<file path="config.mk">
export PLATFORM = sky130hd
export DESIGN_NAME = nlm_station_flat
export DESIGN_NICKNAME = d
export VERILOG_FILES = /design/src/logic/nlm_link_if.sv /design/src/logic/nlm_station.sv /design/src/flat_wrapper.sv
export VERILOG_INCLUDE_DIRS = /design/src /design/src/logic
export SDC_FILE = /design/constraint.sdc
export NUM_CORES = 1
export LEC_CHECK = 0
export BUFFER_PORTS_ARGS = -buffer_cell sky130_fd_sc_hd__buf_4
export CAP_MARGIN = 20
export CORE_AREA = 2 2 499 501
export CTS_BUF_LIST = sky130_fd_sc_hd__clkbuf_2
export DETAILED_ROUTE_END_ITERATION = 12
export DIE_AREA = 0 0 501 503
export PLACE_DENSITY_LB_ADDON = 0.05
export SLEW_MARGIN = 15
export SYNTH_ARGS = -nofsm -noshare
export SYNTH_HDL_FRONTEND = slang
export SYNTH_SLANG_ARGS = --single-unit
export TNS_END_PERCENT = 1
</file>
<file path="constraint.sdc">
create_clock -name mclk_i -period 4.9 [get_ports mclk_i]
set_input_delay 0.245 -clock mclk_i [delete_from_list [all_inputs] [get_ports mclk_i]]
set_output_delay 0.245 -clock mclk_i [all_outputs]
set_load 0.05 [all_outputs]
</file>
<file path="src/logic/nlm_defs.svh">
// Constants of the node liveness monitor: offsets, fields, timing counts.
//----------------------------------------------------------------------
// Overview of operation
// - Module count at index zero, entries 1..74
// - Each entry a read-only 16-bit type code
// - Fault byte bits 0,1,2,4,7; others zero
// - Master sends guard requests every guard interval
// - Node answers guard; silence gives timeout state
// - Failed after lifetime-multiplier missed guard attempts
// - Heartbeat supervision armed by first heartbeat
// - Zero heartbeat timeout disables the entry
// - Heartbeat timeout counted in millisecond units
// - Consumer timeout should exceed producer period
// - Entry: 31..24 reserved, 23..16 node, 15..0 time
// - Heartbeat uses data frames only, never remote
//----------------------------------------------------------------------
`ifndef NLM_DEFS_SVH
`define NLM_DEFS_SVH

// Object offsets (register index) of the object dictionary
`define NLM_OFS_FAULT        16'h1001
`define NLM_OFS_GUARD_INT    16'h100c
`define NLM_OFS_GUARD_MULT   16'h100d
`define NLM_OFS_HB_ENTRY     16'h1016
`define NLM_OFS_MOD_LIST     16'h1027
// Controller registers of our own
`define NLM_OFS_IRQ_STATUS   16'h2000
`define NLM_OFS_IRQ_CLEAR    16'h2001
`define NLM_OFS_IRQ_ENABLE   16'h2002
`define NLM_OFS_NODE_STATE   16'h2003

// Fault byte bits
`define NLM_FB_GENERIC       0
`define NLM_FB_CURRENT       1
`define NLM_FB_VOLTAGE       2
`define NLM_FB_COMM          4
`define NLM_FB_VENDOR        7
`define NLM_FB_MASK          8'h97

// Module list limits
`define NLM_MOD_MAX          7'h4a
// Neutral type code of an empty slot, arbitrary value
`define NLM_MOD_NONE         16'h0000

// Heartbeat entry fields
`define NLM_HB_NODE_MSB      23
`define NLM_HB_NODE_LSB      16
`define NLM_HB_TIME_MSB      15
`define NLM_HB_TIME_LSB      0

// Timing: millisecond tick from 20 MHz clock
`define NLM_CLK_HZ           20000000
`define NLM_TICK_MS          1
`define NLM_TICK_CYC         ((`NLM_CLK_HZ / 1000) * `NLM_TICK_MS)

// Interrupt status bits
`define NLM_IRQ_HB_FAIL      0
`define NLM_IRQ_GUARD_TO     1
`define NLM_IRQ_GUARD_FAIL   2
`define NLM_IRQ_GUARD_ANS    3

`endif

</file>
<file path="src/logic/nlm_link_if.sv">
// Link between the monitored station and the monitoring master.
`timescale 1ns/1ps
interface nlm_link_if (
	input wire logic mclk_i,
	input wire logic nrst_i
);
	logic       guard_req;   // Guard request frame, one-cycle pulse
	logic       guard_ans;   // Guard answer frame on guard identifier
	logic       hb_frame;    // Heartbeat data frame, one-cycle pulse
	logic [7:0] hb_node;     // Producer node of the heartbeat

	modport station (
		input  guard_req,
		output guard_ans,
		input  hb_frame,
		input  hb_node
	);

	modport master (
		output guard_req,
		input  guard_ans,
		output hb_frame,
		output hb_node
	);
endinterface

</file>
<file path="src/logic/nlm_station.sv">
// Monitored station: object registers, guard answer, heartbeat consumer.
//
// Local design decision: the strobed register port.
`timescale 1ns/1ps
`include "nlm_defs.svh"
module nlm_station (
	input  wire logic        mclk_i,
	input  wire logic        nrst_i,
	nlm_link_if.station      link,
	input  wire logic [15:0] addr_i,
	input  wire logic [31:0] wdata_i,
	input  wire logic        wr_i,
	input  wire logic        rd_i,
	output logic [31:0]      rdata_o,
	input  wire logic [6:0]  module_count_i,
	input  wire logic [15:0] module_code_i [74],
	input  wire logic [7:0]  fault_src_i,
	output logic             irq_o,
	output logic             hb_failed_o
);
	// Three jobs share one state word: the object registers on the
	// software port, the answer to guard requests on the link, and the
	// heartbeat consumer. Everything moves on mclk_i; the millisecond
	// time base is a free-running divider, so a heartbeat timeout is
	// resolved to the millisecond and may come up to one millisecond
	// early. Users who need margin should set one extra millisecond.
	typedef struct packed {
		logic [15:0] guard_interval;
		logic [7:0]  guard_retry_multiplier;
		logic [31:0] hb_entry;
		logic        armed;
		logic        failed;
		logic [15:0] tick;
		logic [15:0] ms;
		logic [3:0]  status;
		logic [3:0]  enable;
		logic        ans;
		logic [7:0]  fault_meta;
		logic [7:0]  fault_sync;
		logic [31:0] rdata;
	} nlm_sta_t;

	nlm_sta_t r;
	nlm_sta_t next_r;
	logic [7:0]  fault_byte;
	logic [15:0] hb_time;
	logic [7:0]  hb_node;
	logic [3:0]  ev;
	logic        hb_match;

	// Fault byte keeps bits 3, 5 and 6 at zero; only the second stage is read
	assign fault_byte = r.fault_sync & `NLM_FB_MASK;
	// Reserved entry bits are never looked at
	assign hb_time  = r.hb_entry[`NLM_HB_TIME_MSB:`NLM_HB_TIME_LSB];
	assign hb_node  = r.hb_entry[`NLM_HB_NODE_MSB:`NLM_HB_NODE_LSB];
	// Only heartbeat data frames count, never guard requests
	assign hb_match = link.hb_frame && link.hb_node == hb_node;

	//------------------------------------------------------------------
	// Helpers
	//------------------------------------------------------------------
	// Last cycle of a millisecond; the divider and the timeout share it
	function automatic logic tick_last(input logic [15:0] t);
		tick_last = (t == 16'(`NLM_TICK_CYC - 1));
	endfunction

	// Millisecond divider: one enable per 1 ms, no second clock
	function automatic logic [15:0] tick_next(input logic [15:0] t);
		tick_next = tick_last(t) ? 16'h0000 : t + 16'h0001;
	endfunction

	// True when the index falls in the module list window
	function automatic logic in_mod_list(input logic [15:0] a);
		in_mod_list = (a >= `NLM_OFS_MOD_LIST) &&
			(a <= `NLM_OFS_MOD_LIST + 16'(`NLM_MOD_MAX));
	endfunction

	// One list entry: count at slot zero, type code while the slot is
	// populated, zero past the count so empty slots read as such
	function automatic logic [31:0] mod_entry(
		input logic [15:0] a,
		input logic [6:0]  count,
		input logic [15:0] codes [74]
	);
		logic [15:0] module_slot_index;
		module_slot_index = a - `NLM_OFS_MOD_LIST;
		mod_entry         = 32'h0000_0000;
		if (module_slot_index == 16'h0000) begin
			mod_entry = {25'h0, count};
		end else if (module_slot_index <= {9'h0, count}) begin
			mod_entry = {16'h0000, codes[7'(module_slot_index - 16'h0001)]};
		end
	endfunction

	// Register file read; unmapped indexes read as zero
	function automatic logic [31:0] reg_word(
		input logic [15:0] a,
		input nlm_sta_t    s,
		input logic [7:0]  fb
	);
		case (a)
			`NLM_OFS_FAULT:      reg_word = {24'h0, fb};
			`NLM_OFS_GUARD_INT:  reg_word = {16'h0, s.guard_interval};
			`NLM_OFS_GUARD_MULT: reg_word = {24'h0, s.guard_retry_multiplier};
			`NLM_OFS_HB_ENTRY:   reg_word = s.hb_entry;
			`NLM_OFS_IRQ_STATUS: reg_word = {28'h0, s.status};
			`NLM_OFS_IRQ_ENABLE: reg_word = {28'h0, s.enable};
			`NLM_OFS_NODE_STATE: reg_word = {30'h0, s.failed, s.armed};
			default:             reg_word = 32'h0000_0000;
		endcase
	endfunction

	// Register file write; read-only and unmapped indexes ignore the strobe
	function automatic nlm_sta_t reg_write(
		input nlm_sta_t    s,
		input logic [15:0] a,
		input logic [31:0] d
	);
		reg_write = s;
		case (a)
			`NLM_OFS_GUARD_INT: begin
				reg_write.guard_interval = d[15:0];
			end
			`NLM_OFS_GUARD_MULT: begin
				reg_write.guard_retry_multiplier = d[7:0];
			end
			`NLM_OFS_HB_ENTRY: begin
				// New entry starts unarmed; the next frame of its node arms it
				reg_write.hb_entry = {8'h00, d[23:0]};
				reg_write.armed    = 1'b0;
				reg_write.failed   = 1'b0;
				reg_write.ms       = 16'h0000;
			end
			`NLM_OFS_IRQ_CLEAR: begin
				// Write one to clear; the event merge that follows may set again
				reg_write.status = s.status & ~d[3:0];
			end
			`NLM_OFS_IRQ_ENABLE: begin
				reg_write.enable = d[3:0];
			end
			default: begin
			end
		endcase
	endfunction

	//------------------------------------------------------------------
	// Register access, guard answer, heartbeat supervision
	//------------------------------------------------------------------
	always_comb begin
		next_r       = r;
		next_r.rdata = 32'h0000_0000;
		next_r.ans   = link.guard_req;
		ev           = 4'h0;
		// Fault lines come from the I/O modules, off this clock: two stages
		next_r.fault_meta = fault_src_i;
		next_r.fault_sync = r.fault_meta;
		// Millisecond tick
		next_r.tick = tick_next(r.tick);
		// Heartbeat consumer: zero time disables, a matching frame arms and restarts
		if (hb_time == 16'h0000) begin
			next_r.armed = 1'b0;
			next_r.ms    = 16'h0000;
		end else if (hb_match) begin
			next_r.armed = 1'b1;
			next_r.ms    = 16'h0000;
		end else if (r.armed && !r.failed && tick_last(r.tick)) begin
			next_r.ms = r.ms + 16'h0001;
			if (r.ms + 16'h0001 >= hb_time) begin
				next_r.failed            = 1'b1;
				ev[`NLM_IRQ_HB_FAIL]     = 1'b1;
			end
		end
		if (hb_match) begin
			next_r.failed = 1'b0;
		end
		ev[`NLM_IRQ_GUARD_ANS] = link.guard_req;
		// Writes land before the event merge so a set in the same cycle wins
		if (wr_i) begin
			next_r = reg_write(next_r, addr_i, wdata_i);
		end
		// Set wins over clear
		next_r.status = next_r.status | ev;
		// Reads; the word stands for the one cycle after the strobe
		if (rd_i) begin
			if (in_mod_list(addr_i)) begin
				next_r.rdata = mod_entry(addr_i, module_count_i, module_code_i);
			end else begin
				next_r.rdata = reg_word(addr_i, r, fault_byte);
			end
		end
	end

	//------------------------------------------------------------------
	// State register
	//------------------------------------------------------------------
	always_ff @(posedge mclk_i or negedge nrst_i) begin
		if (!nrst_i) begin
			r <= '0;
		end else begin
			r <= next_r;
		end
	end

	//------------------------------------------------------------------
	// Outputs
	//------------------------------------------------------------------
	// irq_o is a level, high while any enabled status bit is set
	assign link.guard_ans = r.ans;
	assign rdata_o        = r.rdata;
	assign irq_o          = |(r.status & r.enable);
	assign hb_failed_o    = r.failed;
endmodule

</file>
<file path="src/flat_wrapper.sv">
// flat-port wrapper written by rule: the top's interface ports become plain ports
module nlm_station_flat 
  (mclk_i, nrst_i, addr_i, wdata_i, wr_i, rd_i, rdata_o, module_count_i, module_code_i, fault_src_i, irq_o, hb_failed_o, link_guard_req, link_guard_ans, link_hb_frame, link_hb_node);
  nlm_link_if link_i (.mclk_i(mclk_i), .nrst_i(nrst_i));
  input  wire logic mclk_i;
  input  wire logic nrst_i;
  input  wire logic [15:0] addr_i;
  input  wire logic [31:0] wdata_i;
  input  wire logic wr_i;
  input  wire logic rd_i;
  output logic [31:0] rdata_o;
  input  wire logic [6:0] module_count_i;
  input  wire logic [15:0] module_code_i[74];
  input  wire logic [7:0] fault_src_i;
  output logic irq_o;
  output logic hb_failed_o;
  input wire logic [$bits(link_i.guard_req)-1:0] link_guard_req;
  output wire logic [$bits(link_i.guard_ans)-1:0] link_guard_ans;
  input wire logic [$bits(link_i.hb_frame)-1:0] link_hb_frame;
  input wire logic [$bits(link_i.hb_node)-1:0] link_hb_node;
  assign link_i.guard_req = link_guard_req;
  assign link_guard_ans = link_i.guard_ans;
  assign link_i.hb_frame = link_hb_frame;
  assign link_i.hb_node = link_hb_node;
  nlm_station u_core (.mclk_i(mclk_i), .nrst_i(nrst_i), .link(link_i), .addr_i(addr_i), .wdata_i(wdata_i), .wr_i(wr_i), .rd_i(rd_i), .rdata_o(rdata_o), .module_count_i(module_count_i), .module_code_i(module_code_i), .fault_src_i(fault_src_i), .irq_o(irq_o), .hb_failed_o(hb_failed_o));
endmodule
</file>
Yosys cells after proc, flatten, opt, wreduce, memory -nomap -nowiden
Index checks and enable logic that the tools add are counted.

Flip-flop bits (word level): 139. Bits in latches: 0. Bits in writable memories: 0. Memory bits (read-only): 0. Input port bits: 1261. Output and inout bits: 35. Memories kept: 0.

Add/sub/neg operators: 4. Multipliers: 0. Divide/modulo/power cells: 0. Order comparisons: 5. Eq/ne operators: 10. Shift operators: 0. Muxes and demuxes: 27. Bitwise logic cells: 5. Reductions and logical operators: 12.

Operators by type and width (number): 24-bit one-hot mux with 7 select lines (1); 16-bit two-way mux (8); 16-bit binary-select mux with 7-bit select (1); 32-bit two-way mux (3); 91-bit two-way mux (1); 16-bit by 13-bit equality test with 1-bit output, second input constant (4); 16-bit by 14-bit equality test with 1-bit output, second input constant (4); 16-bit by 1-bit adder with 16-bit output, second input constant (2); 16-bit zero test (2); 16-bit by 15-bit equality test with 1-bit output, second input constant (1); 16-bit by 13-bit greater-or-equal comparator with 1-bit output, second input constant (1); 16-bit greater-or-equal comparator (1); 16-bit by 13-bit <= comparator with 1-bit output, second input constant (1); 16-bit by 7-bit <= comparator with 1-bit output (1); 16-bit by 13-bit subtractor with 16-bit output, second input constant (1); 1-bit two-way mux (10); 4-bit bitwise AND (2); 8-bit equality test (1); 8-bit greater-or-equal comparator, second input constant (1); 4-bit two-way mux (2); 7-bit NOT with 8-bit output (1); 2-bit AND reduction (4); 7-bit by 1-bit subtractor with 7-bit output, second input constant (1); 1-bit logical AND (4); 5 further kinds (5).

Logic depth before layout (Yosys ltp)
Gate-level depths: netlist (run 1).

Word-level depth: 10. Mapped depth: 16. Depth with buffers taken out: 14.

Worst setup path before layout (run 1)
No wires, ideal clock.

Path kind: input -> register. Start point: in addr_i[2]. End point: reg u_core.r (netlist bit u_core.rdata_o[0]). Data arrival time: 3.745 ns. Required time: 4.800 ns. Setup slack: 1.056 ns. Cell stages on the path: 15. Path through: buf_2 > buf_2 > buf_1 > clkbuf_1 > clkbuf_1 > a21oi_1 > xor2_1 > ha_1 > o21ai_0 > a21oi_1 > o31ai_1 > and4bb_2 > buf_2 > nand3_1 > a311oi_1.

RTL lines: from (decl) (RTL line flat_wrapper.sv:7) `input wire logic [15:0] addr_i;`; to (signal assigned) (RTL line nlm_station.sv:200) `r <= next_r;`; to (decl) (RTL line nlm_station.sv:43) `nlm_sta_t r;`.

Worst setup path in the final report (run 1)
Start point: in addr_i[0]. End point: reg u_core.r (netlist bit u_core.hb_time[7]).

Word-level cells in the longest chain between the ends: 2.

RTL lines: 16-bit by 13-bit equality test with 1-bit output (RTL line nlm_station.sv:120) `case (a)`; 2-bit AND reduction (no source line).

Every way passes these cells. A chain may end at the register's enable or synchronous reset.

==> results.cfg, run 1 <==
[layout]
drive_gt1_share_pct = 61.8
post-route-util_pct = 12.8
final_nets = 4095
fill_cells = 28200
area_growth_pct = 89.6

[clock_tree]
cts_buffers = 17
cts_tree = built
clkLatencyLatePin_ns = 1.01
cts_num_sinks = 125
cts-htree-levels = 4
clock_path_buffers = 2
root_buffer = clkbuf_2
clk_pin_slew_ns = 0.30

[logic_synthesis]
synthSimpleGateAreaFrac_pct = 12.3
synthXorXnorAreaFrac_pct = 3.04
ys_ff_latch = 125
syn_inst = 1479
synth_warnings = 0
synth_top_family_by_area = multiplexers
synthTopCellsByArea = mux4_2 (40%), dfrtp_1 (19%), nand2_1 (4.4%), mux2i_1 (3.2%), ha_1 (2.3%)
seq_area_frac_synth_pct = 18.8
avgSynthCellArea_um2 = 11.3
async_flop_share_pct = 100
synth_top_area_cell = mux4_2
synth-compound-area-share_pct = 11.3
synth_cell_types = 81
synth_ff_type = dfrtp_1
synth_top_area_share_pct = 40.4
muxShareOfSynthArea_pct = 45.8
synthAdderAreaFrac_pct = 2.33
syn_area_um2 = 16700
synth_enable_flop_cells = 0

[critical_path]
cp_num_buf_inv = 9
cp_slowest_stage_delay_ns = 0.77
cp_common_cell = dlygate4sd3_1
slowest_stage = dlygate4sd3_1
end_kind = flip-flop
r2r_slack_ns = 0.72
rr_worst_depth = 15
crit_path_start_kind = primary input
critical_path_depth = 15
cp_cell_sequence = dlygate4sd3_1, buf_8, inv_1, ha_2, nand4b_1, dlygate4sd3_1, nor3_4, dlygate4sd3_1, buf_4, and2_2, buf_12, nand2_1, dlygate4sd3_1, o21ai_0, dlygate4sd3_1
arrival_ns = 5.56
crit_type = primary input to flip-flop
worst-path-max-fanout = 32
cpLargestDelayFamily = buffers and inverters
critical_path_required_ns = 5.88

[sta]
finClkSkew_ns = 0.0657
fmax_mhz = 218
tightest_slew_ns = 0.973
whs_ns = 0.147
drv_slew = 0
fin_setup_tns_ns = 0
finalSetupViolCount = 0
finalCriticalPeriod_ns = 4.58
hold_violations = 0
min_period_over_period_pct = 93.4
rsz0062_at_grt = false
max_slew_margin_pct = 35.1
setup_ws_ns = 0.323

[power_and_ir_drop]
leakagePower_uw = 0.0135
max-vdd-ir-drop_uv = 145
power_density_nw_per_um2 = 148

[run_status]
outcome = finished clean

[min_path]
holdPathStages = 6
hp-class = primary input to flip-flop

[placed_design]
pre_cts_slack_ns = 0.367
place.gp.congestion = 0.889
dp_hpwl_um = 167000
numPortBuffers = 1276

[die]
placementRows = 183
fp.dieH_um = 503
io_pins = 1296
die-area_um2 = 252000
coreArea_um2 = 247000
fp.dieW_um = 501
start_util_pct = 6.75

[routing]
drtAntennaViolNets = 0
detail_route.wl_per_cell_um = 30.5
drt_pre_antenna_iters = 5
drt_iter0_drc = 1038
drcViolationCount = 0
routed_wirelength_um = 185000
via_count = 19700
vias_per_cell = 3.25

[run]
max_cap_viol_count = 0

[global_route]
grt_pass1_wl_um = 232000
grt_util_all_layers_pct = 14.1
first_global_vias = 22100
gr-total-overflow = 0
antenna_found_initial = 80
grt_max_degree = 83
[timing repair]
item | CTS | global route
setup endpoints to repair | 0 | 1
hold endpoints to repair | 213 | 0
hold buffers | 111 | 0
gates resized for setup | 0 | 2
buffers inserted | 0 | 0
[layer usage]
layer	up-vias	global-route usage, %	wire length (µm)
met5	-	0	204
met4	32	1.12	1400
met3	122	3.57	11400
met2	851	28.4	105000
met1	10100	15.1	67700
li1	8632	-	-
[cell usage after synthesis, types with 15 or more instances]
master,instances
buf_4,44
clkbuf_1,49
xnor2_1,24
o21ai_0,40
nor3_1,17
mux4_2,299
and3_1,22
nand3_1,48
mux2i_1,53
inv_1,40
buf_2,59
a21oi_1,32
mux2_2,19
a32oi_1,38
a221oi_1,17
nor2b_1,15
dfrtp_1,125
ha_1,31
nand2_1,194
nor2_1,59
xor2_1,32
[cells by family (layout without fill, tap and decap cells)]
logic type | count (synthesis) | count (layout)
xor gates and xnor gates | 57 | 57
other | 1 | 21
DFF | 125 | 125
adders and majority gates | 31 | 31
and+or+nand+nor | 427 | 427
buffers and inverters | 207 | 1537
AOI/OAI and AO/OA | 250 | 250
muxes | 381 | 381
[sequential cells by signal, indices dropped and copies added, names as in the netlist]
| name | flops |
|---|---|
| u_core.hb_time | 16 |
| u_core.link.guard_ans | 1 |
| u_core.rdata_o | 24 |
| u_core.hb_node | 8 |
| u_core.hb_failed_o | 1 |
| u_core.r | 70 |
| u_core.fault_byte | 5 |
[per-stage QoR]
step | area, µm² | std cells | total power, µW
floorplan | 16700 | 1486 | 2240
global placement | 30200 | 5908 | 4010
detailed placement | 30200 | 5910 | 4010
CTS | 31600 | 6053 | 4870
global route | 31600 | 6056 | 4980
finish | 31600 | 6066 | 4660
[where the power goes]
part | total [µW] | internal, µW | switching, µW
registers | 1040 | 1040 | 2.66
clock network | 718 | 156 | 561
logic | 2900 | 1480 | 1420
[placed cells by master (no fill, tap or decap), drive strengths merged, types with 21 or more instances in the layout]
cell type	n
ha	31
nand2	197
mux2	29
dfrtp	125
nor2	59
dlygate4sd3	110
a21oi	32
xnor2	25
nand3	48
mux2i	53
mux4	299
nor3	21
a32oi	38
o21ai	40
inv	49
xor2	32
and3	22
buf	1353
[cell type report]
cell class | instances | area, µm² | area share, %
antenna | 13 | 32.5 | 0.103
timing repair buffer | 1463 | 11400 | 36.2
clock buffer | 17 | 85.1 | 0.269
sequential | 125 | 3130 | 9.90
multi-input combinational | 1154 | 12600 | 39.8
clock inverter | 15 | 130 | 0.412
tap | 3237 | 4050 | 12.8
inverter | 42 | 158 | 0.499
[worst register-to-register path: stages, from the launching register on]
cell and delay [ns]:
dfrtp_1 0.49, ha_1 0.23, nand3_1 0.16, nor2_1 0.24, and3_1 0.25, and3_1 0.26, nand3_1 0.16, xnor2_1 0.25
ha_1 0.19, a21o_1 0.11, a21o_1 0.11, a21o_1 0.15, a2111oi_0 0.08, nor4_1 0.72, o21a_1 0.20, dlygate4sd3_1 0.55
[final timing paths]
path	startpoint	endpoint
max in group asynchronous	nrst_i	u_core.rdata_o[10]
min in group asynchronous	nrst_i	u_core.r[63]
hold / removal	module_code_i[24]	u_core.rdata_o[8]
setup reg to reg	u_core.r[57]	u_core.hb_failed_o
hold reg to reg	u_core.r[42]	u_core.fault_byte[2]
setup / recovery	addr_i[0]	u_core.hb_time[7]
Power figures use the tool's default switching activity.
==> run 2: changes to the inputs <==
--- a/config.mk
+++ b/config.mk
@@ -8,10 +8,10 @@
 export LEC_CHECK = 0
 export BUFFER_PORTS_ARGS = -buffer_cell sky130_fd_sc_hd__buf_4
 export CAP_MARGIN = 20
-export CORE_AREA = 2 2 499 501
+export CORE_AREA = 2 2 512 514
 export CTS_BUF_LIST = sky130_fd_sc_hd__clkbuf_2
 export DETAILED_ROUTE_END_ITERATION = 12
-export DIE_AREA = 0 0 501 503
+export DIE_AREA = 0 0 514 516
 export PLACE_DENSITY_LB_ADDON = 0.05
 export SLEW_MARGIN = 15
 export SYNTH_ARGS = -nofsm -noshare
==> constraint.sdc (replaced) <==
create_clock -name mclk_i -period 3.95 [get_ports mclk_i]
set_input_delay 0.1975 -clock mclk_i [delete_from_list [all_inputs] [get_ports mclk_i]]
set_output_delay 0.1975 -clock mclk_i [all_outputs]
set_load 0.05 [all_outputs]
==> results.cfg, run 2 (synthesis gave the netlist of run 1 again) <==
[run_status]
outcome = finished clean

[power_and_ir_drop]
leakagePower_uw = 0.0138
switching_share_pct = 40.4
power_density_nw_per_um2 = 181
total_power_uw = 5870
switchingPower_uw = 2370
max-vdd-ir-drop_uv = 177
p_clk_share_pct = 15.1
intPower_uw = 3500
comb_power_share_pct = 62.9
p_seq_share_pct = 22.0

[layout]
area_growth_pct = 95.0
fill_cells = 29800
final_common_cell = buf_4
largest_reg_flops = 70
final_nets = 4165
post-route-util_pct = 12.5
final_cells = 6303
largest_register = u_core.r
final_cell_mix = buf_4 (1392), mux4_2 (299), nand2_1 (194)
drive_gt1_share_pct = 62.4

[sta]
drv_slew = 0
finalCriticalPeriod_ns = 3.52
finalSetupViolCount = 0
hold_violations = 0
fin_setup_tns_ns = 0
tightest_slew_ns = 1.20
max_slew_margin_pct = 19.8
whs_ns = 0.149
min_period_over_period_pct = 89.1
rsz0062_at_grt = false
fmax_mhz = 284
finClkSkew_ns = 0.0640

[routing]
vias_per_cell = 3.13
drcViolationCount = 0
detail_route.wl_per_cell_um = 30.7
drtAntennaViolNets = 0
via_count = 19700
drt_pre_antenna_iters = 5
routed_wirelength_um = 193000
drt_iter0_drc = 751

[clock_tree]
clkLatencyLatePin_ns = 0.99
cts_num_sinks = 125
cts_buffers = 17
cts_tree = built
clock_path_buffers = 2
cts_resized = 0
root_buffer = clkbuf_2
clk_pin_slew_ns = 0.22
cts-htree-levels = 4
ctsHoldBuffers = 115
postCtsSetupBuffers = 0

[placed_design]
dp_hpwl_um = 173000
place_inst = 6141
place.gp.congestion = 0.806
numPortBuffers = 1276

[global_route]
grt-busiest-layer = met2
gr-total-overflow = 0
grt_util_all_layers_pct = 14.1
antenna_found_initial = 81
grt_max_degree = 94
grt_pass1_wl_um = 244000
first_global_vias = 22500
grtUsageMet2_pct = 28.2
grtUsageMet1_pct = 15.4
met3_usage_pct = 3.38

[die]
die-area_um2 = 265000
fp.dieW_um = 514
coreArea_um2 = 259000
fp.dieH_um = 516
start_util_pct = 6.43
io_pins = 1296
placementRows = 187

[critical_path]
crit_path_start_kind = flip-flop
arrival_ns = 4.39
worst-path-max-fanout = 4
cp_cell_sequence = nand3_1, nor2_1, nand3_1, nor2_1, nand3_1, nor2_1, xor2_1, ha_1, a21o_1, a21o_1, a21o_1, a2111oi_0, nor4_1, o21a_1
critical_path_required_ns = 4.82
crit_type = flip-flop to flip-flop
end_kind = flip-flop
cp_slowest_stage_delay_ns = 0.47
slowest_stage = dfrtp_1

[run]
max_cap_viol_count = 0

[min_path]
hp-class = primary input to flip-flop
-- run 2: per-layer routing --
| metal | up-vias | share of wire [%] |
|---|---|---|
| li1 | 8776 | - |
| met1 | 9975 | 38 |
| met2 | 828 | 56 |
| met3 | 121 | 5.8 |
| met4 | 24 | 0.64 |
| met5 | - | 0.070 |
-- run 2: per-stage QoR --
stage          area (µm²)  worst slack, ns
6_report            32500            0.430
5_1_grt             32500           0.0884
4_1_cts             32500            0.366
3_5_place_dp        31100           0.0305
3_3_place_gp        31100           0.0408
2_1_floorplan       16700            0.153
-- run 2: path summary, 6_finish.rpt --
kind / startpoint / to / slack [ns] / cells past startpoint
worst max register to register: u_core.r[59] / u_core.hb_failed_o / 0.43 / 14
min in group asynchronous: nrst_i / u_core.r[71] / 0.32 / 4
worst min-delay path: addr_i[6] / u_core.rdata_o[7] / 0.15 / 3
worst max-delay path: u_core.r[59] / u_core.hb_failed_o / 0.43 / 14
max in group asynchronous: nrst_i / u_core.r[82] / 3.28 / 4
worst min register to register: u_core.r[40] / u_core.fault_byte[0] / 0.36 / 0
-- run 2: worst max-delay path: cells and delay by family, from the launching register on --
family / cells / cell delay (ns)
adder cells (fa/ha/maj): 1 / 0.27
AO/OA/AOI/OAI: 5 / 1.12
AND/OR/NAND/NOR: 7 / 1.38
flip-flops: 1 / 0.47
XOR/XNOR: 1 / 0.20
-- run 2: final cells by class --
type / count / area (µm²) / area share (%)
multi-input cells: 1154 / 12600 / 38.7
repair buffers: 1533 / 12100 / 37.3
well taps: 3402 / 4260 / 13.1
flip-flops and latches: 125 / 3130 / 9.62
inverters: 42 / 158 / 0.485
clock inverters: 9 / 100 / 0.308
clock buffers: 19 / 95.1 / 0.292
diodes: 19 / 47.5 / 0.146
-- run 2: power groups by stage --
stage | logic (µW) | clock network (µW) | registers [µW]
after floorplan | 1470 | 0 | 1310
after global routing | 3980 | 1030 | 1290
after detailed placement | 3790 | 0 | 1310
after global placement | 3800 | 0 | 1310
final | 3690 | 889 | 1290
after CTS | 3890 | 991 | 1290
